===== config.mk =====
export PLATFORM = sky130hd
export DESIGN_NAME = mpb_top
export DESIGN_NICKNAME = d
export VERILOG_FILES = /design/src/hdl/mpb_pkg.sv /design/src/hdl/mpb_top.sv /design/src/hdl/mpb_divider.sv /design/src/hdl/mpb_channel.sv
export SDC_FILE = /design/constraint.sdc
export NUM_CORES = 2
export LEC_CHECK = 0
export BUFFER_PORTS_ARGS = -buffer_cell sky130_fd_sc_hd__buf_2
export CORE_ASPECT_RATIO = 0.5
export CORE_MARGIN = 1.5
export CORE_UTILIZATION = 38
export CTS_CLUSTER_SIZE = 24
export DETAILED_ROUTE_END_ITERATION = 12
export GPL_TIMING_DRIVEN = 1
export MAX_ROUTING_LAYER = met4
export PLACE_DENSITY = 0.6
export SLEW_MARGIN = 10
export SYNTH_ARGS = -nofsm -noshare
export SYNTH_HDL_FRONTEND = slang
export SYNTH_SLANG_ARGS = --single-unit

===== constraint.sdc =====
create_clock -name mclk -period 18.1 [get_ports mclk]
set_clock_uncertainty 0.05 [all_clocks]
set_input_delay 2.715 -clock mclk [delete_from_list [all_inputs] [get_ports mclk]]
set_output_delay 2.715 -clock mclk [all_outputs]
set_load 0.02 [all_outputs]

===== src/hdl/mpb_pkg.sv =====
// Package for the eight-channel pulse-width burst generator.
// Assumes a single 100 MHz clock with synchronous active-low reset.
`default_nettype none
package mpb_pkg;
	localparam int unsigned CLK_HZ = 100_000_000;
	localparam int unsigned NUM_CH = 8;
	localparam int unsigned FREQ_W = 19;
	localparam int unsigned DUTY_W = 10;
	localparam int unsigned CNT_W = 17;
	localparam int unsigned PER_W = 27;
	localparam int unsigned FREQ_MIN = 1;
	localparam int unsigned FREQ_MAX = 500_000;
	localparam int unsigned DUTY_MIN = 1;
	localparam int unsigned DUTY_MAX = 999;
	localparam int unsigned DUTY_SCALE = 1000;
	localparam int unsigned BURST_MAX = 65535;
	localparam logic [16:0] CNT_CONT = 17'h1ffff;
	localparam logic [2:0] ADDR_FREQ = 3'h0;
	localparam logic [2:0] ADDR_DUTY = 3'h1;
	localparam logic [2:0] ADDR_CNT = 3'h2;
	localparam logic [2:0] ADDR_RUN = 3'h3;
	localparam logic [2:0] ADDR_STATUS = 3'h4;
	localparam logic [18:0] FREQ_RST = 19'h00064;
	localparam logic [9:0] DUTY_RST = 10'h1f4;
	localparam logic [16:0] CNT_RST = 17'h1ffff;
	typedef enum logic [1:0] {
		MPB_IDLE = 2'b00,
		MPB_RUN = 2'b01,
		MPB_DONE = 2'b10
	} mpb_state_e;
endpackage : mpb_pkg
`default_nettype wire


===== src/hdl/mpb_top.sv =====
// Eight-channel pulse-width generator with continuous and burst modes.
// Assumes one 100 MHz clock and a simple strobe register port.
`default_nettype none

////////////////////////////////////////////////////////////////////////
// What this block does
// - Eight independent channels, each with frequency, duty, count, run, status.
// - Duty is high time over full period, 0.1% to 99.9%.
// - Duty given in thousandths, 1 to 999; software keeps it in range.
// - Frequency is whole hertz 1 to 500000; output period is 100 MHz over it, rounded down to whole clocks.
// - Count of minus one runs pulses continuously while running.
// - Count 1 to 65535 emits exactly that many pulses then stops.
// - Run high starts a channel, run low stops it.
// - Status bit is high while the channel is producing pulses.
module mpb_top #(
	parameter int unsigned NCH = mpb_pkg::NUM_CH
) (
	// Clock and reset
	input wire logic mclk,
	input wire logic rst_n,
	// Register port
	input wire logic [5:0] reg_addr,
	input wire logic [31:0] reg_wdata,
	input wire logic reg_wr,
	input wire logic reg_rd,
	output logic [31:0] reg_rdata,
	// Channel outputs
	output logic [NCH-1:0] pulse_out
);
	localparam int unsigned PW = mpb_pkg::PER_W;
	// Wide enough for the longest period times the largest duty
	localparam int unsigned DW = 40;

	////////////////////////////////////////////////////////////////////
	typedef struct packed {
		logic [NCH-1:0][mpb_pkg::FREQ_W-1:0] freq;
		logic [NCH-1:0][mpb_pkg::DUTY_W-1:0] duty;
		logic [NCH-1:0][mpb_pkg::CNT_W-1:0] count;
		logic [NCH-1:0] run;
		logic [NCH-1:0][PW-1:0] period;
		logic [NCH-1:0][PW-1:0] high;
		logic [NCH-1:0] dirty;
		logic [2:0] sel;
		logic phase;
		logic go;
		logic [31:0] rdata;
	} mpb_top_s;
	mpb_top_s r;
	mpb_top_s next_r;

	logic div_busy;
	logic div_done;
	logic [DW-1:0] div_q;
	logic [DW-1:0] div_num;
	logic [DW-1:0] div_den;
	logic [NCH-1:0] ch_out;
	logic [NCH-1:0] ch_active;
	logic [2:0] wch;
	logic [2:0] wfield;
	logic wr_sel;

	assign wch = reg_addr[2:0];
	assign wfield = reg_addr[5:3];
	assign wr_sel = reg_wr && wch == r.sel &&
		(wfield == mpb_pkg::ADDR_FREQ || wfield == mpb_pkg::ADDR_DUTY);

	////////////////////////////////////////////////////////////////////
	// One shared divider converts hertz to period, then duty to high
	// time; saves seven dividers at the cost of a short update lag.
	always_comb begin
		div_num = '0;
		div_den = DW'(1);
		if (!r.phase) begin
			div_num = DW'(mpb_pkg::CLK_HZ);
			div_den = (r.freq[r.sel] == '0) ? DW'(1) : DW'(r.freq[r.sel]);
		end else begin
			div_num = DW'(r.period[r.sel]) * DW'(r.duty[r.sel]);
			div_den = DW'(mpb_pkg::DUTY_SCALE);
		end
	end

	mpb_divider #(
		.W(DW)
	) u_div (
		.mclk(mclk),
		.rst_n(rst_n),
		.start(r.go),
		.num(div_num),
		.den(div_den),
		.busy(div_busy),
		.done(div_done),
		.quot(div_q)
	);

	////////////////////////////////////////////////////////////////////
	always_comb begin
		next_r = r;
		next_r.go = 1'b0;
		if (reg_wr) begin
			case (wfield)
				mpb_pkg::ADDR_FREQ: begin
					next_r.freq[wch] = reg_wdata[mpb_pkg::FREQ_W-1:0];
					next_r.dirty[wch] = 1'b1;
				end
				mpb_pkg::ADDR_DUTY: begin
					next_r.duty[wch] = reg_wdata[mpb_pkg::DUTY_W-1:0];
					next_r.dirty[wch] = 1'b1;
				end
				mpb_pkg::ADDR_CNT: begin
					next_r.count[wch] = reg_wdata[mpb_pkg::CNT_W-1:0];
				end
				mpb_pkg::ADDR_RUN: begin
					next_r.run = reg_wdata[NCH-1:0];
				end
				default: begin
				end
			endcase
		end
		if (!div_busy && !r.go && !div_done) begin
			if (r.dirty[r.sel] && !r.phase) begin
				next_r.go = 1'b1;
				// Clear on start; a write during the divide sets it again
				if (!wr_sel) begin
					next_r.dirty[r.sel] = 1'b0;
				end
			end else if (!r.dirty[r.sel]) begin
				next_r.sel = r.sel + 3'h1;
			end
		end
		if (div_done) begin
			if (!r.phase) begin
				next_r.period[r.sel] = div_q[PW-1:0];
				next_r.phase = 1'b1;
				next_r.go = 1'b1;
			end else begin
				next_r.high[r.sel] = (div_q[PW-1:0] == '0) ?
					PW'(1) : div_q[PW-1:0];
				next_r.phase = 1'b0;
			end
		end
		next_r.rdata = 32'h0;
		if (reg_rd) begin
			case (wfield)
				mpb_pkg::ADDR_FREQ: next_r.rdata = 32'(r.freq[wch]);
				mpb_pkg::ADDR_DUTY: next_r.rdata = 32'(r.duty[wch]);
				mpb_pkg::ADDR_CNT: next_r.rdata = 32'(r.count[wch]);
				mpb_pkg::ADDR_RUN: next_r.rdata = 32'(r.run);
				mpb_pkg::ADDR_STATUS: next_r.rdata = 32'(ch_active);
				default: next_r.rdata = 32'h0;
			endcase
		end
		if (!rst_n) begin
			next_r = '0;
			for (int i = 0; i < NCH; i++) begin
				next_r.freq[i] = mpb_pkg::FREQ_RST;
				next_r.duty[i] = mpb_pkg::DUTY_RST;
				next_r.count[i] = mpb_pkg::CNT_RST;
				next_r.period[i] = PW'(mpb_pkg::CLK_HZ / 100);
				next_r.high[i] = PW'(mpb_pkg::CLK_HZ / 200);
			end
		end
	end

	always_ff @(posedge mclk) begin
		r <= next_r;
	end

	////////////////////////////////////////////////////////////////////
	// eight channels
	genvar g;
	generate
		for (g = 0; g < NCH; g++) begin : g_ch
			mpb_channel #(
				.PW(PW),
				.CW(mpb_pkg::CNT_W)
			) u_ch (
				.mclk(mclk),
				.rst_n(rst_n),
				.run(r.run[g]),
				.period(r.period[g]),
				.high(r.high[g]),
				.count(r.count[g]),
				.pulse_out(ch_out[g]),
				.active(ch_active[g])
			);
		end
	endgenerate

	assign pulse_out = ch_out;
	assign reg_rdata = r.rdata;
endmodule : mpb_top
`default_nettype wire


===== src/hdl/mpb_divider.sv =====
// Sequential restoring divider: quotient = num / den, unsigned.
// Assumes den is nonzero and inputs steady from start to done.
`default_nettype none
module mpb_divider #(
	parameter int unsigned W = 32
) (
	// Clock and reset
	input wire logic mclk,
	input wire logic rst_n,
	// Request
	input wire logic start,
	input wire logic [W-1:0] num,
	input wire logic [W-1:0] den,
	// Answer
	output logic busy,
	output logic done,
	output logic [W-1:0] quot
);
	typedef struct packed {
		logic busy;
		logic done;
		logic [W-1:0] rem;
		logic [W-1:0] q;
		logic [$clog2(W+1)-1:0] n;
	} mpb_div_s;
	mpb_div_s r;
	mpb_div_s next_r;
	always_comb begin
		logic [W:0] trial;
		trial = '0;
		next_r = r;
		next_r.done = 1'b0;
		if (start && !r.busy) begin
			next_r.busy = 1'b1;
			next_r.rem = '0;
			next_r.q = num;
			next_r.n = ($clog2(W+1))'(W);
		end else if (r.busy) begin
			trial = {r.rem, r.q[W-1]} - {1'b0, den};
			if (!trial[W]) begin
				next_r.rem = trial[W-1:0];
				next_r.q = {r.q[W-2:0], 1'b1};
			end else begin
				next_r.rem = {r.rem[W-2:0], r.q[W-1]};
				next_r.q = {r.q[W-2:0], 1'b0};
			end
			next_r.n = r.n - 1'b1;
			if (r.n == 1) begin
				next_r.busy = 1'b0;
				next_r.done = 1'b1;
			end
		end
		if (!rst_n) begin
			next_r = '0;
		end
	end
	always_ff @(posedge mclk) begin
		r <= next_r;
	end
	assign busy = r.busy;
	assign done = r.done;
	assign quot = r.q;
endmodule : mpb_divider
`default_nettype wire


===== src/hdl/mpb_channel.sv =====
// One output channel: counts period and high time, tracks burst pulses.
// Assumes period and high counts may change at any cycle; they are read live.
`default_nettype none
module mpb_channel #(
	parameter int unsigned PW = mpb_pkg::PER_W,
	parameter int unsigned CW = mpb_pkg::CNT_W
) (
	// Clock and reset
	input wire logic mclk,
	input wire logic rst_n,
	// Control
	input wire logic run,
	input wire logic [PW-1:0] period,
	input wire logic [PW-1:0] high,
	input wire logic [CW-1:0] count,
	// Outputs
	output logic pulse_out,
	output logic active
);
	typedef struct packed {
		mpb_pkg::mpb_state_e st;
		logic [PW-1:0] tick;
		logic [CW-1:0] left;
		logic out;
	} mpb_ch_s;
	mpb_ch_s r;
	mpb_ch_s next_r;
	always_comb begin
		next_r = r;
		case (r.st)
			mpb_pkg::MPB_IDLE: begin
				next_r.out = 1'b0;
				if (run) begin
					next_r.st = mpb_pkg::MPB_RUN;
					next_r.tick = '0;
					next_r.left = count;
					next_r.out = 1'b1;
				end
			end
			mpb_pkg::MPB_RUN: begin
				if (!run) begin
					next_r.st = mpb_pkg::MPB_IDLE;
					next_r.out = 1'b0;
				end else if (r.tick >= period - 1'b1) begin
					// A shorter period stored mid-count wraps at once
					next_r.tick = '0;
					if (r.left != mpb_pkg::CNT_CONT && r.left <= 1) begin
						next_r.st = mpb_pkg::MPB_DONE;
						next_r.out = 1'b0;
					end else begin
						next_r.out = 1'b1;
						if (r.left != mpb_pkg::CNT_CONT) begin
							next_r.left = r.left - 1'b1;
						end
					end
				end else begin
					next_r.tick = r.tick + 1'b1;
					next_r.out = (r.tick + 1'b1) < high;
				end
			end
			mpb_pkg::MPB_DONE: begin
				next_r.out = 1'b0;
				if (!run) begin
					next_r.st = mpb_pkg::MPB_IDLE;
				end
			end
			default: begin
				next_r.st = mpb_pkg::MPB_IDLE;
			end
		endcase
		if (!rst_n) begin
			next_r = '0;
		end
	end
	always_ff @(posedge mclk) begin
		r <= next_r;
	end
	assign pulse_out = r.out;
	assign active = (r.st == mpb_pkg::MPB_RUN);
endmodule : mpb_channel
`default_nettype wire


### Yosys cells after proc, flatten, opt, wreduce, memory -nomap -nowiden

Index checks and enable logic that the tools add are counted.

| storage, ports and cells | value |
|---|---|
| input port bits | 42 |
| output and inout port bits | 40 |
| logic and storage cells | 507 |
| flip-flop bits (word level) | 1317 |

| operators by class | value |
|---|---|
| reduce and logical (&&, ||, !) cells | 84 |
| bitwise gates (word level) | 8 |
| equality and inequality tests | 94 |
| multiplexer cells | 181 |
| add/subtract/negate cells | 27 |
| magnitude comparators | 28 |
| $mul | 1 |

Operator list:

| kind | number |
|---|---|
| 44-bit case mux with 2 select lines | 8 |
| 17-bit two-way mux | 26 |
| 216-bit bitwise mux | 2 |
| 47-bit two-way mux | 8 |
| 44-bit two-way mux | 8 |
| 27-bit two-way mux | 11 |
| 27-bit by 1-bit adder with 27-bit output, second input constant | 8 |
| 27-bit greater-or-equal comparator | 8 |
| 27-bit < comparator | 8 |
| 27-bit by 1-bit subtractor with 27-bit output, second input constant | 8 |
| 152-bit bitwise mux | 1 |
| 136-bit bitwise mux | 1 |
| 17-bit by 1-bit <= comparator with 1-bit output, second input constant | 8 |
| 17-bit != test, second input constant | 8 |
| 17-bit by 1-bit subtractor with 17-bit output, second input constant | 8 |
| 19-bit binary-select mux with 3-bit select | 2 |
| 2-bit != test, second input constant | 48 |
| 19-bit two-way mux | 5 |
| 19-bit case mux with 5 select lines | 1 |
| 88-bit two-way mux | 1 |
| 27-bit binary-select mux with 3-bit select | 1 |
| 27-bit demux with 3-bit select | 1 |
| 80-bit bitwise mux | 1 |
| 80-bit two-way mux | 1 |
| 50 further kinds | 241 |

### Longest topological paths before layout

| depth | value |
|---|---|
| depth after elaboration | 11 |
| mapped depth | 31 |
| depth with buffers taken out | 26 |

### Cells and area by module

A second synthesis with hierarchy kept.

| unflattened totals | value |
|---|---|
| cells, all modules | 11259 |
| area total of the unflattened synthesis | 89047.9 um^2 |

By module, submodules not included:

| module | cells an instance | seq. area each (um^2) | area an instance (um^2) | instances |
|---|---|---|---|---|
| mpb_top | 5717 | 16816.1 | 45846.5 | 1 |
| mpb_channel at g_ch[0].u_ch ... | 591 | 940.9 | 4590.7 | 5 |
| mpb_channel at g_ch[6].u_ch ... | 597 | 940.9 | 4575.6 | 2 |
| mpb_divider | 834 | 1761.7 | 6622.6 | 1 |
| mpb_channel at g_ch[2].u_ch | 559 | 940.9 | 4474.3 | 1 |

### Worst setup path before layout

No wires, ideal clock.

| path | value |
|---|---|
| kind | register -> register |
| start point | register r[35] (netlist bit) |
| end point | register u_div.r, in the netlist u_div.quot[36] |
| buffers on the path | 5 |
| required time | 17.916 ns |
| path slack | 10.508 ns |
| library setup time | 0.134 ns |
| data arrival time | 7.408 ns |
| stages on the path, launching flop included | 29 |
| clock period less this slack | 7.592 ns |
| cells stage by stage | dfxtp_1 -> clkbuf_1 -> buf_1 -> nand2_1 -> nor2_1 -> clkbuf_1 -> clkbuf_1 -> a22oi_1 -> nand4_1 -> clkbuf_1 -> nand2_1 -> fa_1 -> inv_1 -> fa_1 -> fa_1 -> fa_1 -> inv_1 -> fa_1 -> inv_1 -> ha_1 -> a21o_1 -> a21oi_1 -> nor2b_1 -> o41ai_1 -> o31ai_1 -> a21o_1 -> a2111oi_0 -> or4_1 -> o211ai_1 |

| on the way | value |
|---|---|
| cells in the longest elaborated chain, start to end | 5 |
| elaborated cells on any way between the ends | 7 |
| those cells by class | mul (1); mux (6) |

Ends and longest elaborated chain:

| item | RTL line | RTL |
|---|---|---|
| from (decl) | mpb_top.sv:48 | `mpb_top_s r;` |
| from (signal assigned) | mpb_top.sv:165 | `r <= next_r;` |
| 27-bit binary-select mux with 3-bit select or 10-bit binary-select mux with 3-bit select (tied branches) | mpb_top.sv:77 | `div_num = DW'(r.period[r.sel]) * DW'(r.duty[r.sel]);` |
| 27-bit two-way mux (not written as such) or 10-bit two-way mux (tied branches) | mpb_top.sv:77 |  |
| 27-bit by 10-bit multiplier with 37-bit output (*) | mpb_top.sv:77 |  |
| 37-bit two-way mux (*) | mpb_top.sv:73 | `if (!r.phase) begin` |
| 46-bit two-way mux (*) | mpb_divider.sv:33 | `if (start && !r.busy) begin` |
| to (signal assigned) | mpb_divider.sv:58 | `r <= next_r;` |
| to (decl) | mpb_divider.sv:26 | `mpb_div_s r;` |

Every way passes the cells marked *; elsewhere a longest branch is shown, timed or not. The select of a mux whose other input is x is not followed.
A chain may end at the register's enable or synchronous reset.

### Worst setup path after layout

| path | value |
|---|---|
| start point | register r[34] (netlist bit) |
| end point | register u_div.r, in the netlist u_div.quot[36] |

The elaborated chain is that of the path after synthesis.

==> impl_metrics.env <==
export IMPL_status="complete, no violations"
export IMPL_worst_slew_pin_slew_ns=1.31
export IMPL_dp_hpwl_mm=218
export IMPL_post_cts_setup_buffers=0
export IMPL_crit_top_cell="fa_1"
export IMPL_syn_inst=10826
export IMPL_hp_start="r[151]$_SDFFE_PN0P_"
export IMPL_post_route_util_pct=41.7
export IMPL_crit_start="r[34]$_SDFFE_PN0P_"
export IMPL_core_um2=218000
export IMPL_hold_depth=2
export IMPL_rsz0062_at_grt="false"
export IMPL_slowest_stage="clkinv_1"
export IMPL_multi_input_area_um2=52800
export IMPL_final_area_um2=91000
export IMPL_setup_tns_ns=0
export IMPL_die_area_um2=223000
export IMPL_ir_worst_vdd_mv=0.114
export IMPL_cts_buffers=145
export IMPL_cts_tree="yes"
export IMPL_worstSkewPairLatency_ns=0.84
export IMPL_port_buffers=55
export IMPL_synth_ff_type="dfxtp_1"
export IMPL_dr_pass1_iters=7
export IMPL_synth_seq_cells=1304
export IMPL_routed_via_density=5.91
export IMPL_grt_use_met1_pct=37.9
export IMPL_cp_data_arrival_time_ns=10.65
export IMPL_hold_end="r[151]$_SDFFE_PN0P_"
export IMPL_avgSynthCellArea_um2=7.72
export IMPL_seq_area_frac_synth_pct=31.2
export IMPL_drive_above_1_share_pct=5.85
export IMPL_seqCellArea_um2=26100
export IMPL_cts_sinks=1304
export IMPL_dr_total_vias=79965
export IMPL_row_count=121
export IMPL_first_iter_violations=9780
export IMPL_antenna_found_initial=13
export IMPL_maxCapViolCount=0
export IMPL_hold_viol_final=0
export IMPL_grt_pass1_wl_mm=472
export IMPL_die_x_um=666
export IMPL_ys_warn_count=0
export IMPL_max_freq_ghz=0.0998
export IMPL_busiest_layer="met2"
export IMPL_drcViolationCount=0
export IMPL_max_stage_delay_ns=0.89
export IMPL_use_met3_pct=7.07
export IMPL_grt_total_usage_pct=28.4
export IMPL_fin_crit_ns=10.02
export IMPL_dpl_cell_area_um2=86200
export IMPL_hold_class="reg -> reg"
export IMPL_r2r_slack_ns=8.08
export IMPL_async_flop_share_pct=0
export IMPL_die_height_um=335
export IMPL_r2r_cells=25
export IMPL_crit_type="reg -> reg"
export IMPL_htreeDepth=4
export IMPL_grt_max_degree=189
export IMPL_final_nets=11309
export IMPL_p_per_area_nw_per_um2=88.9
export IMPL_n_fill_cell=22043
export IMPL_min_period_over_period_pct=55.4
export IMPL_ctsRootBufferMaster="clkbuf_16"
export IMPL_clk_pin_slew_ns=0.06
export IMPL_postRouteAntennaNets=0
export IMPL_wire_per_inst_um=23.6
export IMPL_timing_rr_start="r[34]$_SDFFE_PN0P_"
export IMPL_path_max_fanout=40
export IMPL_wl_mm=320
export IMPL_grtUsageMet2_pct=41.1
export IMPL_hold_buffers=0
export IMPL_slew_limit_headroom_pct=12.2
export IMPL_final_max_slew_viol_count=0
export IMPL_cp_required_ns=18.73
export IMPL_start_util_pct=38.3
export IMPL_synth_enable_flop_cells=0
export IMPL_setup_violations=0
export IMPL_place_congestion=0.956
export IMPL_syn_to_final_growth_pct=8.90
export IMPL_power_leakage_nw=36.5
export IMPL_grt_pass1_vias=72971
export IMPL_io_pin_count=82
export IMPL_reg2reg_to="u_div.quot[36]$_SDFFE_PN0P_"
export IMPL_start_kind="flop"
export IMPL_synth_area_um2=83600
export IMPL_cp_end_kind="flop"
export IMPL_ctsResizeCount=0
export IMPL_ys_types=97
export IMPL_cts_buffer_depth=4
export IMPL_gr_total_overflow=0
Yosys cell counts, types with 19 or more instances:
library cell | instances | area, um2
a2111oi_0 | 20 | 175
a211oi_1 | 71 | 533
a21o_1 | 131 | 983
a21oi_1 | 890 | 4450
a221oi_1 | 69 | 604
a22o_1 | 49 | 429
a22oi_1 | 407 | 3060
a311oi_1 | 26 | 228
a31oi_1 | 82 | 513
a41oi_1 | 21 | 184
and2_1 | 37 | 231
and3_1 | 94 | 588
and4_1 | 51 | 447
buf_1 | 36 | 135
buf_2 | 19 | 95.1
buf_4 | 43 | 323
clkbuf_1 | 614 | 2300
dfxtp_1 | 1304 | 26100
fa_1 | 199 | 3980
ha_1 | 590 | 7380
inv_1 | 533 | 2000
mux2_2 | 23 | 259
mux2i_1 | 39 | 390
nand2_1 | 2208 | 8290
nand2b_1 | 55 | 344
nand3_1 | 483 | 2420
nand3b_1 | 26 | 195
nand4_1 | 175 | 1090
nor2_1 | 786 | 2950
nor2b_1 | 82 | 513
nor3_1 | 205 | 1030
nor3b_1 | 34 | 255
nor4_1 | 98 | 613
o211ai_1 | 98 | 736
o21a_1 | 44 | 330
o21ai_0 | 231 | 1160
o22ai_1 | 32 | 200
o32ai_1 | 19 | 166
or2_2 | 31 | 194
or3_1 | 52 | 325
or4_1 | 44 | 330
xnor2_1 | 317 | 2780
xor2_1 | 165 | 1450
cell usage in the layout (no fill, tap or decap), types with 97 or more instances in the layout:
cell       instances
nand2_1         2208
dfxtp_1         1291
a21oi_1          890
nor2_1           766
ha_1             588
inv_1            532
nand3_1          483
a22oi_1          407
xnor2_1          317
o21ai_0          226
fa_1             199
nor3_1           195
nand4_1          175
xor2_1           165
buf_4            161
clkbuf_16        150
a21o_1           131
o211ai_1          98
nor4_1            97
cell type report:
| cell class | instances | share of cell area (%) |
|---|---|---|
| clock buffer | 200 | 4.64 |
| inverter | 537 | 2.22 |
| multi-input combinational | 8273 | 58.0 |
| sequential | 1304 | 28.7 |
| tap | 2952 | 4.06 |
| antenna | 13 | 0.0357 |
| clock inverter | 43 | 0.643 |
| timing repair buffer | 217 | 1.66 |
per-layer routing:
layer	part of all wire (%)	vias to the layer above	wire, um
li1	-	37093	-
met1	43	38325	136000
met2	42	3790	133000
met3	11	757	36000
met4	4.5	0	14300
met5	0	-	0
per-stage QoR:
step                hold WS [ns]  setup slack, ns  instances  power (mW)
floorplan                  0.382            10.51      10838        4.44
global placement           0.391             8.43      13283        5.01
detailed placement         0.397             8.36      13283        5.02
CTS                        0.405             8.33      13526        8.10
global route               0.418             7.83      13533        8.46
finish                     0.404             8.08      13539        8.09
how the worst max path moves through the flow:
stage	to	slack, ns	cells after the start
after CTS	u_div.quot[36]$_SDFFE_PN0P_	8.33	25
after global routing	u_div.quot[36]$_SDFFE_PN0P_	7.83	25
after floorplan	u_div.quot[36]$_SDFFE_PN0P_	10.51	28
after global placement	u_div.quot[36]$_SDFFE_PN0P_	8.43	25
final	u_div.quot[36]$_SDFFE_PN0P_	8.08	25
after detailed placement	u_div.quot[36]$_SDFFE_PN0P_	8.36	25
where the power goes:
part	switching, mW	internal, mW
combinational	1.34	0.741
clock	1.30	1.81
sequential	0.0186	2.88
total	2.66	5.44
critical path, delay by kind of cell, from the launching register on:
family / cells / cell delay, ns
simple gates: 5 / 1.56
fa+ha+maj: 6 / 3.06
buf+inv: 6 / 2.20
compound gates: 8 / 2.62
flops: 1 / 0.31
registers in the layout, summed over array words and instances, names as in the netlist:
| register | cells |
|---|---|
| u_div.busy | 1 |
| g_ch.u_ch.pulse_out | 8 |
| reg_rdata | 19 |
| r | 821 |
| u_div.r | 46 |
| g_ch.u_ch.r | 368 |
| u_div.done | 1 |
| u_div.quot | 40 |
cell families after synthesis:
logic type | share of synthesized area (%)
buffers and inverters | 5.91
muxes | 1.26
xor gates and xnor gates | 5.05
other | 0.00449
and+or+nand+nor | 24.2
DFF | 31.2
adders and majority gates | 13.6
AOI/OAI and AO/OA | 18.7
Note: power is estimated with default switching activity, not from simulation.
